--- src/acc_params.svh ---
// Purpose: Offsets, field positions, reset values and counts of the conversion control block
// Assumes: Included by its bare name; definitions only
// Notes: Register offsets are word indices on the plain 8-bit register port
`ifndef ACC_PARAMS_SVH
`define ACC_PARAMS_SVH

// Register offsets
`define ACC_OFF_CTRL0 4'h0
`define ACC_OFF_CTRL1 4'h1
`define ACC_OFF_RES_HI 4'h2
`define ACC_OFF_RES_LO 4'h3
`define ACC_OFF_IRQ 4'h4

// Control 0 field positions
`define ACC_C0_START 7
`define ACC_C0_BUSY 6
`define ACC_C0_POWER 5
`define ACC_C0_FORMAT 4
`define ACC_C0_CHAN_HI 3
`define ACC_C0_CHAN_LO 0

// Control 1 field positions
`define ACC_C1_SRC_HI 7
`define ACC_C1_SRC_LO 5
`define ACC_C1_REF_HI 4
`define ACC_C1_REF_LO 3
`define ACC_C1_DIV_HI 2
`define ACC_C1_DIV_LO 0

// Interrupt register field positions
`define ACC_IRQ_GLOBAL 0
`define ACC_IRQ_ENABLE 1
`define ACC_IRQ_FLAG 2

// Reset values
`define ACC_CTRL0_RESET 8'h00
`define ACC_CTRL1_RESET 8'h00
`define ACC_RESULT_RESET 10'h000

// Input source and channel codes
`define ACC_SRC_BANDGAP 3'h1
`define ACC_SRC_AMP0 3'h2
`define ACC_SRC_AMP1 3'h3
`define ACC_SRC_GROUND 3'h4
`define ACC_CHAN_LAST 4'h2

// Conversion timing in converter clock cycles
`define ACC_SAMPLE_TICKS 4
`define ACC_CONV_TICKS 10
`define ACC_TOTAL_TICKS 14

`endif

--- src/acc_pkg.sv ---
// Purpose: Types shared by the conversion control block
// Assumes: Nothing beyond the header of constants
// Notes: Field layouts live in acc_params.svh
`default_nettype none
package acc_pkg;

   // Conversion sequencer states
   typedef enum logic [1:0] {
      ACC_IDLE = 2'b00,
      ACC_HOLD = 2'b01,
      ACC_SAMPLE = 2'b10,
      ACC_CONVERT = 2'b11
   } acc_state_e;

   // Routing handed to the analog front end
   typedef struct packed {
      logic power_on;           // Converter circuitry powered
      logic [2:0] pin_sel;      // One-hot external pin switch
      logic bandgap_sel;        // Bandgap routed in
      logic amp0_sel;           // Op-amp 0 output routed in
      logic amp1_sel;           // Op-amp 1 output routed in
      logic ground_sel;         // Input tied to ground
      logic [1:0] reference_sel; // Full-scale reference choice
   } acc_route_s;

   // Successive approximation drive
   typedef struct packed {
      logic sample;      // Sample switch closed
      logic [9:0] trial; // Trial code to the comparison DAC
   } acc_sar_s;

endpackage
`default_nettype wire

--- src/acc_prescaler.sv ---
// Purpose: Converter clock prescaler, one-cycle tick every 2**sel system clocks
// Assumes: sel is stable while a conversion runs
// Notes: restart clears the count so a conversion starts on a known phase
`timescale 1ns/10ps
`default_nettype none
module acc_prescaler #(
   parameter int DIV_BITS = 3
) (
   input wire logic core_clk,
   input wire logic arst_n,
   input wire logic restart,
   input wire logic [DIV_BITS-1:0] sel,
   output logic tick
);
   localparam int CNT_W = (1 << DIV_BITS) - 1;

   logic [CNT_W-1:0] count; // Free-running divide counter
   logic [CNT_W-1:0] mask;  // Low bits that must all be one

   initial begin
      if (DIV_BITS < 1 || DIV_BITS > 4) begin
         $error("acc_prescaler: DIV_BITS out of range");
      end
   end

   // Divide by two to the power of sel; sel zero ticks every cycle
   always_comb begin
      mask = CNT_W'((CNT_W'(1) << sel) - CNT_W'(1));
      tick = ((count & mask) == mask);
   end

   // Counter restarts with the conversion
   always_ff @(posedge core_clk or negedge arst_n) begin
      if (!arst_n) begin
         count <= '0;
      end else if (restart) begin
         count <= '0;
      end else begin
         count <= count + CNT_W'(1);
      end
   end
endmodule
`default_nettype wire

--- src/acc_core.sv ---
// Purpose: Conversion control of a 10-bit successive approximation converter
// Assumes: Register port strobes are one cycle and never together
// Notes: Analog comparison happens outside; this block sequences and stores the code
// Function
// - Converter clock from system clock, program sets divider
// - Power bit one powers the converter
// - Power bit zero switches converter off
// - Source field picks external or internal signal
// - Two-bit field chooses the full-scale reference
// - Format bit lays result across two bytes
// - Start bit low-high-low starts a conversion
// - Busy high during conversion, low after
// - Result readable in both bytes after busy
// - Result is 10-bit code, full scale reference
// - One step is reference over 1024
// - Transitions half step early, last 1.5 below
// - Divider is two to the field value
// - Conversion is 4 sample plus 10 convert cycles
// - Completion clears busy and sets request flag
// - Source and channel codes decode to inputs
//
// Local design decisions: the address-and-strobe port and the register addresses.
`include "acc_params.svh"
`timescale 1ns/10ps
`default_nettype none
module acc_core
   import acc_pkg::*;
#(
   parameter int RES_BITS = 10,
   parameter int DIV_BITS = 3
) (
   input wire logic core_clk,
   input wire logic arst_n,
   input wire logic [3:0] reg_addr,
   input wire logic [7:0] reg_wdata,
   input wire logic reg_wr,
   input wire logic reg_rd,
   output logic [7:0] reg_rdata,
   input wire logic comp_above,
   output acc_route_s route,
   output acc_sar_s sar,
   output logic irq
);
   localparam int TICK_W = 4;

   initial begin
      if (RES_BITS != 10 || DIV_BITS != 3) begin
         $error("acc_core: only a 10-bit result and 3-bit divider are served");
      end
   end

   // Source codes 000 and 101..111 mean external pins
   function automatic logic src_external(input logic [2:0] src);
      src_external = !(src inside {`ACC_SRC_BANDGAP, `ACC_SRC_AMP0, `ACC_SRC_AMP1, `ACC_SRC_GROUND});
   endfunction

   logic [7:0] ctrl0;          // Start, power, format, channel
   logic [7:0] ctrl1;          // Source, reference, divider
   logic global_irq_enable;    // Global interrupt enable
   logic conversion_irq_enable; // Conversion interrupt enable
   logic conversion_irq_flag;  // Sticky completion request
   logic [9:0] result;         // Last completed code
   logic [9:0] shift_code;     // Code under construction
   logic [TICK_W-1:0] ticks;   // Converter clocks within a phase
   logic start_prev;           // Start bit one cycle ago
   logic tick;                 // Converter clock enable
   logic done;                 // One-cycle completion pulse
   logic sel_wr;               // Raw write strobe, any address
   acc_state_e state;
   acc_state_e next_state;

   wire logic start = ctrl0[`ACC_C0_START];
   wire logic converter_power_on = ctrl0[`ACC_C0_POWER];
   wire logic result_format_sel = ctrl0[`ACC_C0_FORMAT];
   wire logic [3:0] external_channel_sel = ctrl0[`ACC_C0_CHAN_HI:`ACC_C0_CHAN_LO];
   wire logic [2:0] input_source_sel = ctrl1[`ACC_C1_SRC_HI:`ACC_C1_SRC_LO];
   wire logic [1:0] reference_source_sel = ctrl1[`ACC_C1_REF_HI:`ACC_C1_REF_LO];
   wire logic [2:0] adc_clock_divide_sel = ctrl1[`ACC_C1_DIV_HI:`ACC_C1_DIV_LO];
   wire logic conversion_busy_flag = (state == ACC_SAMPLE) || (state == ACC_CONVERT);
   wire logic start_fell = start_prev && !start;

   // Prescaler is held at phase zero until the start bit falls
   acc_prescaler #(.DIV_BITS(DIV_BITS)) u_prescaler (
      .core_clk(core_clk),
      .arst_n(arst_n),
      .restart(state == ACC_HOLD || state == ACC_IDLE),
      .sel(adc_clock_divide_sel),
      .tick(tick)
   );

   // Software writes to the control registers
   always_ff @(posedge core_clk or negedge arst_n) begin
      if (!arst_n) begin
         ctrl0 <= `ACC_CTRL0_RESET;
         ctrl1 <= `ACC_CTRL1_RESET;
      end else if (reg_wr && reg_addr == `ACC_OFF_CTRL0) begin
         ctrl0 <= reg_wdata; // Busy position is read-only and ignored on read
      end else if (reg_wr && reg_addr == `ACC_OFF_CTRL1) begin
         ctrl1 <= reg_wdata;
      end
   end

   // Interrupt enables are plain bits
   always_ff @(posedge core_clk or negedge arst_n) begin
      if (!arst_n) begin
         global_irq_enable <= 1'b0;
         conversion_irq_enable <= 1'b0;
      end else if (reg_wr && reg_addr == `ACC_OFF_IRQ) begin
         global_irq_enable <= reg_wdata[`ACC_IRQ_GLOBAL];
         conversion_irq_enable <= reg_wdata[`ACC_IRQ_ENABLE];
      end
   end

   // Completion flag: a completion in the clearing cycle still sets it
   always_ff @(posedge core_clk or negedge arst_n) begin
      if (!arst_n) begin
         conversion_irq_flag <= 1'b0;
      end else if (done) begin
         conversion_irq_flag <= 1'b1;
      end else if (reg_wr && reg_addr == `ACC_OFF_IRQ) begin
         conversion_irq_flag <= reg_wdata[`ACC_IRQ_FLAG];
      end
   end

   // Request reaches the core only with both enables set
   assign irq = conversion_irq_flag && global_irq_enable && conversion_irq_enable;

   // Start bit history for the falling-edge detector
   always_ff @(posedge core_clk or negedge arst_n) begin
      if (!arst_n) begin
         start_prev <= 1'b0;
      end else begin
         start_prev <= start;
      end
   end

   // Sequencer next state
   always_comb begin
      next_state = state;
      unique case (state)
         ACC_IDLE: begin
            if (start) begin
               next_state = ACC_HOLD;
            end
         end
         ACC_HOLD: begin
            // Only the fall of start launches; a start left high keeps the hold
            if (start_fell) begin
               next_state = ACC_SAMPLE;
            end
         end
         ACC_SAMPLE: begin
            if (tick && ticks == TICK_W'(`ACC_SAMPLE_TICKS - 1)) begin
               next_state = ACC_CONVERT;
            end
         end
         ACC_CONVERT: begin
            if (tick && ticks == TICK_W'(`ACC_CONV_TICKS - 1)) begin
               next_state = ACC_IDLE;
            end
         end
      endcase
      // Start high restarts any conversion; power off stops everything
      if (start && state != ACC_IDLE) begin
         next_state = ACC_HOLD;
      end
      if (!converter_power_on) begin
         next_state = ACC_IDLE;
      end
   end

   // Completion is the last converting tick with power still on and start low
   assign done = converter_power_on && !start && state == ACC_CONVERT && tick
                 && ticks == TICK_W'(`ACC_CONV_TICKS - 1);

   // Sequencer state register
   always_ff @(posedge core_clk or negedge arst_n) begin
      if (!arst_n) begin
         state <= ACC_IDLE;
      end else begin
         state <= next_state;
      end
   end

   // Tick counter restarts at each phase change
   always_ff @(posedge core_clk or negedge arst_n) begin
      if (!arst_n) begin
         ticks <= '0;
      end else if (next_state != state) begin
         ticks <= '0;
      end else if (tick && conversion_busy_flag) begin
         ticks <= ticks + TICK_W'(1);
      end
   end

   // The trial register doubles as the code under construction, so the comparator
   // judges each new trial on the very next cycle, even with the undivided clock
   assign shift_code = sar.trial;

   // Bit decisions MSB first; the DAC is offset half a step by design
   // Trial code and sample switch; trial at step k means (k - 0.5) steps
   always_ff @(posedge core_clk or negedge arst_n) begin
      if (!arst_n) begin
         sar <= '0;
      end else begin
         sar.sample <= (next_state == ACC_SAMPLE);
         if (state != ACC_CONVERT) begin
            sar.trial <= 10'h200; // First trial at mid scale
         end else if (tick) begin
            sar.trial[9 - ticks] <= comp_above;
            if (ticks != TICK_W'(`ACC_CONV_TICKS - 1)) begin
               sar.trial[8 - ticks] <= 1'b1;
            end
         end
      end
   end

   // Result updates only on completion
   always_ff @(posedge core_clk or negedge arst_n) begin
      if (!arst_n) begin
         result <= `ACC_RESULT_RESET;
      end else if (done) begin
         result <= {shift_code[9:1], comp_above};
      end
   end

   // Analog routing; internal sources only with source field set, pins only with an external source code
   always_ff @(posedge core_clk or negedge arst_n) begin
      if (!arst_n) begin
         route <= '0;
      end else begin
         route.power_on <= converter_power_on;
         for (int i = 0; i < 3; i++) begin
            route.pin_sel[i] <= converter_power_on && src_external(input_source_sel)
                                && external_channel_sel == 4'(i);
         end
         route.bandgap_sel <= converter_power_on && input_source_sel == `ACC_SRC_BANDGAP;
         route.amp0_sel <= converter_power_on && input_source_sel == `ACC_SRC_AMP0;
         route.amp1_sel <= converter_power_on && input_source_sel == `ACC_SRC_AMP1;
         route.ground_sel <= converter_power_on && input_source_sel == `ACC_SRC_GROUND;
         route.reference_sel <= reference_source_sel;
      end
   end

   // Read data stands in the cycle after the strobe; unmapped reads zero
   always_ff @(posedge core_clk or negedge arst_n) begin
      if (!arst_n) begin
         reg_rdata <= 8'h00;
      end else if (reg_rd) begin
         unique case (reg_addr)
            `ACC_OFF_CTRL0: reg_rdata <= {ctrl0[7], conversion_busy_flag, ctrl0[5:0]};
            `ACC_OFF_CTRL1: reg_rdata <= ctrl1;
            `ACC_OFF_RES_HI: reg_rdata <= result_format_sel ? {6'h00, result[9:8]} : result[9:2];
            `ACC_OFF_RES_LO: reg_rdata <= result_format_sel ? result[7:0] : {result[1:0], 6'h00};
            `ACC_OFF_IRQ: reg_rdata <= {5'h00, conversion_irq_flag, conversion_irq_enable, global_irq_enable};
            default: reg_rdata <= 8'h00;
         endcase
      end else begin
         reg_rdata <= 8'h00;
      end
   end

   assign sel_wr = reg_wr;

   // Helper: converter clocks counted over one conversion
   logic [4:0] conv_ticks;
   always_ff @(posedge core_clk or negedge arst_n) begin
      if (!arst_n) begin
         conv_ticks <= '0;
      end else if (!conversion_busy_flag) begin
         conv_ticks <= '0;
      end else if (tick) begin
         conv_ticks <= conv_ticks + 5'h01;
      end
   end
endmodule
`default_nettype wire

--- config.mk ---
export PLATFORM = sky130hd
export DESIGN_NAME = acc_core
export DESIGN_NICKNAME = d
export VERILOG_FILES = /design/src/acc_pkg.sv /design/src/acc_prescaler.sv /design/src/acc_core.sv
export VERILOG_INCLUDE_DIRS = /design/src
export SDC_FILE = /design/constraint.sdc
export NUM_CORES = 1
export LEC_CHECK = 0
export ABC_AREA = 1
export ABC_CLOCK_PERIOD_IN_PS = 2350
export BUFFER_PORTS_ARGS = -buffer_cell sky130_fd_sc_hd__buf_4
export CAP_MARGIN = 20
export CORE_MARGIN = 2
export CORE_UTILIZATION = 45
export CTS_BUF_LIST = sky130_fd_sc_hd__clkbuf_16
export DETAILED_ROUTE_END_ITERATION = 10
export GPL_TIMING_DRIVEN = 0
export HOLD_SLACK_MARGIN = 0.12
export SYNTH_ARGS = -nofsm -noshare
export SYNTH_HDL_FRONTEND = slang
export SYNTH_SLANG_ARGS = --single-unit
export TNS_END_PERCENT = 20
--- constraint.sdc ---
create_clock -name core_clk -period 2.35 [get_ports core_clk]
set_input_delay 0.235 -clock core_clk [delete_from_list [all_inputs] [get_ports core_clk]]
set_output_delay 0.235 -clock core_clk [all_outputs]
set_load 0.005 [all_outputs]
==> results.md <==
* Status: completed
* Post-CTS setup buffer count at 0
* TritonCTS clock tree: yes
* R2r startpoint: ticks[1]$_DFFE_PN0P_
* Initial DRC count at 163
* Vias in the first global route at 2911
* Worst vdd ir at 0.350 mV
* Syn avg cell area at 8.41 um^2
* Ys async rst share at 1.00
* Post-CTS sizing at 0
* Power Dens Cells at 720 mW/mm^2
* Antenna cells at 0
* Top area cells in the synthesized netlist: dfrtp_1 50%, nand2_1 8.9%, inv_1 7.1%
* Clock sinks at 71
* Initial antenna violation count at 0
* Critical path launch point type: flop
* TritonCTS buffer count at 9
* R2r endpoint: shift_code[9]$_DFFE_PN0P_
* Synth cell types at 40
* CP Class: flop to flop
* Final Cycle Share at 0.887
* Layout Utilization at 0.564
* Hold Path Depth at 3
* Gr usage total at 0.202
* Vias at 2996
* Total power at 3140 uW
* Maximum fanout along the worst path at 6
* Die X at 93.1 um
* Share of layout cells above drive strength 1 at 0.172
* YS warnings at 0
* Syn Inst Count at 425
* Pleak at 0.00218 uW
* Area leader, netlist: dfrtp_1
* Synth-to-Final Area Change at 21.8%
* Design area at 0.00436 mm^2
* DRC viols at 0
* Clock tree root driver cell: clkbuf_16
* Num rows at 32
* Finished Layout Cells at 590
* Worst Tran Pin Value at 0.888 ns
* Internal at 2290 uW
* Die ar. at 0.00867 mm^2
* Worst-skew pair later-pin latency at 0.33 ns
* Area share of the largest cell type after synthesis at 0.497
* Global-route wire length before repair at 13.6 mm
* Io pins at 47
* Final setup viols at 0
* Crit path time final at 2.09 ns
* Die H at 93.1 um
* Maxcap violations at 0
* CP Capture Type: flop
* Placed cell count at 573
* Final hold viol count at 0
* DRT Pass-1 Iters at 4
* Clock Pin Slew Worst Setup and Hold Paths at 0.06 ns
* Sw frac at 0.270
* FF-to-FF path depth at 10
* WL final at 8.21 mm
* Top cells by count, synth: 85 x nand2_1, 71 x dfrtp_1, 68 x inv_1
* Port Buffers at 46
* Sw Pwr at 848 uW
* Clk pwr share at 0.431
* Count leader, synth: nand2_1
* Arr. time, crit path at 2.30 ns
* Flop-to-flop setup slack at 0.26 ns
* Grt ovf at 0
* Wire length per cell at 13.9 um
* H-tree levels at 3
* Post-DP HPWL at 6.04 mm
* Sequential area share after synthesis at 0.497
* Hold Path End: ctrl1[5]$_DFFE_PN0P_
* Register bit total from synthesis at 71
* FMAX at 479 MHz
* Worst hold path type: input port to flop
* Syn Std Cell Area at 0.00357 mm^2
* Effective utilization at floorplan at 0.463
* Post-DR vias/cell at 5.08
* Gpl congestion at 0.939
* Fin. max-slew vios at 0
* CTS max path bufs at 2
* Max Clock Skew at 0.00626 ns
* Post-synth EDFFs at 0
* Worst EP required at 2.56 ns
* Placed Area at 0.00405 mm^2
* Post-Syn Nets at 452
* Final net count at 510
* Max_slew headroom at 0.408
* Largest net degree at the start of global routing at 72
* Ys flop type: dfrtp_1
* RSZ-0062 raised after global routing: no
* Comb pwr share at 0.124
* Core Area at 0.00773 mm^2
* Final ANT Viol Nets at 0
* Fin Setup TNS at 0 ns
* Share of power burned in registers at 0.445
* Min-delay src: reg_wdata[5]
[layout make-up]
type,instances,area [um^2]
clock buffer,9,225
clock inverter,7,72.6
fill,703,3370
sequential,71,1780
tap,102,128
inverter,73,274
multi-input combinational,273,1470
timing repair buffer,47,355
buffer,8,58.8
[stage by stage]
step | hold slack (ns) | setup WS, ns
6_report | 0.167 | 0.264
4_1_cts | 0.161 | 0.266
3_5_place_dp | 0.400 | 0.292
3_3_place_gp | 0.396 | 0.291
5_1_grt | 0.185 | 0.0562
2_1_floorplan | -0.0606 | 0.500
[layer usage]
| metal | track usage | part of all wire | wire length [um] |
|---|---|---|---|
| met1 | 0.267 | 0.47 | 3850 |
| met2 | 0.328 | 0.47 | 3840 |
| met3 | 0.0314 | 0.040 | 329 |
| met4 | 0.0944 | 0.024 | 195 |
| met5 | 0 | 0 | 0 |
[power by group through the flow]
stage,Combinational [uW],Clock [uW],Sequential (uW)
6_report,388,1350,1400
5_1_grt,444,1440,1410
4_1_cts,394,1380,1400
3_5_place_dp,391,0,1420
3_3_place_gp,383,0,1420
2_1_floorplan,241,0,1400
[repair_timing]
action,4_1_cts,5_1_grt
hold buffers,1,0
endpoints found under the setup margin,0,0
hold endpoints to repair,71,0
[worst max-delay path by stage]
stage               cells past startpoint                        end                  from
floorplan                               9  shift_code[1]$_DFFE_PN0P_  ticks[1]$_DFFE_PN0P_
global placement                        9  shift_code[1]$_DFFE_PN0P_  ticks[1]$_DFFE_PN0P_
detailed placement                      9  shift_code[1]$_DFFE_PN0P_  ticks[1]$_DFFE_PN0P_
CTS                                     9  shift_code[1]$_DFFE_PN0P_  ticks[1]$_DFFE_PN0P_
global route                            9  shift_code[1]$_DFFE_PN0P_  ticks[1]$_DFFE_PN0P_
finish                                 10  shift_code[9]$_DFFE_PN0P_  ticks[1]$_DFFE_PN0P_
[layout by cell type (no fill, tap or decap), types with 4 or more instances in the layout]
cell type / count
o22ai_1: 8
nor3_1: 5
inv_1: 68
o21ai_1: 25
clkbuf_16: 9
ha_1: 10
nor4_1: 5
clkinv_1: 4
a221oi_1: 4
o21ai_0: 26
dfrtp_1: 71
xor2_1: 5
buf_4: 47
nor2_1: 35
a22oi_1: 5
nand3_1: 18
nand2_1: 85
a21oi_1: 13
[worst max-delay path, cell delays in order, from the launching register on]
cell      delay (ns)
dfrtp_1         0.45
inv_1           0.14
ha_1            0.23
ha_1            0.30
inv_1           0.06
nor2_1          0.09
inv_1           0.09
o21ai_0         0.18
o311ai_0        0.16
a21oi_1         0.18
a21oi_1         0.08
[registers in the layout, indices dropped and copies added, names as in the netlist, 2 cells and up]
name and count:
ctrl0 7, ticks 4, result 10, reg_rdata 8, u_prescaler.count 7, ctrl1 8
state 2, shift_code 10, route 10
[logic make-up (layout without fill, tap and decap cells)]
logic type	count (synthesis)	after routing	synth area share
flops	71	71	0.497
buf+inv	81	144	0.0931
compound gates	94	94	0.154
xor+xnor	5	5	0.0123
simple gates	164	164	0.209
fa+ha+maj	10	10	0.0350
Power figures use the tool's default switching activity.
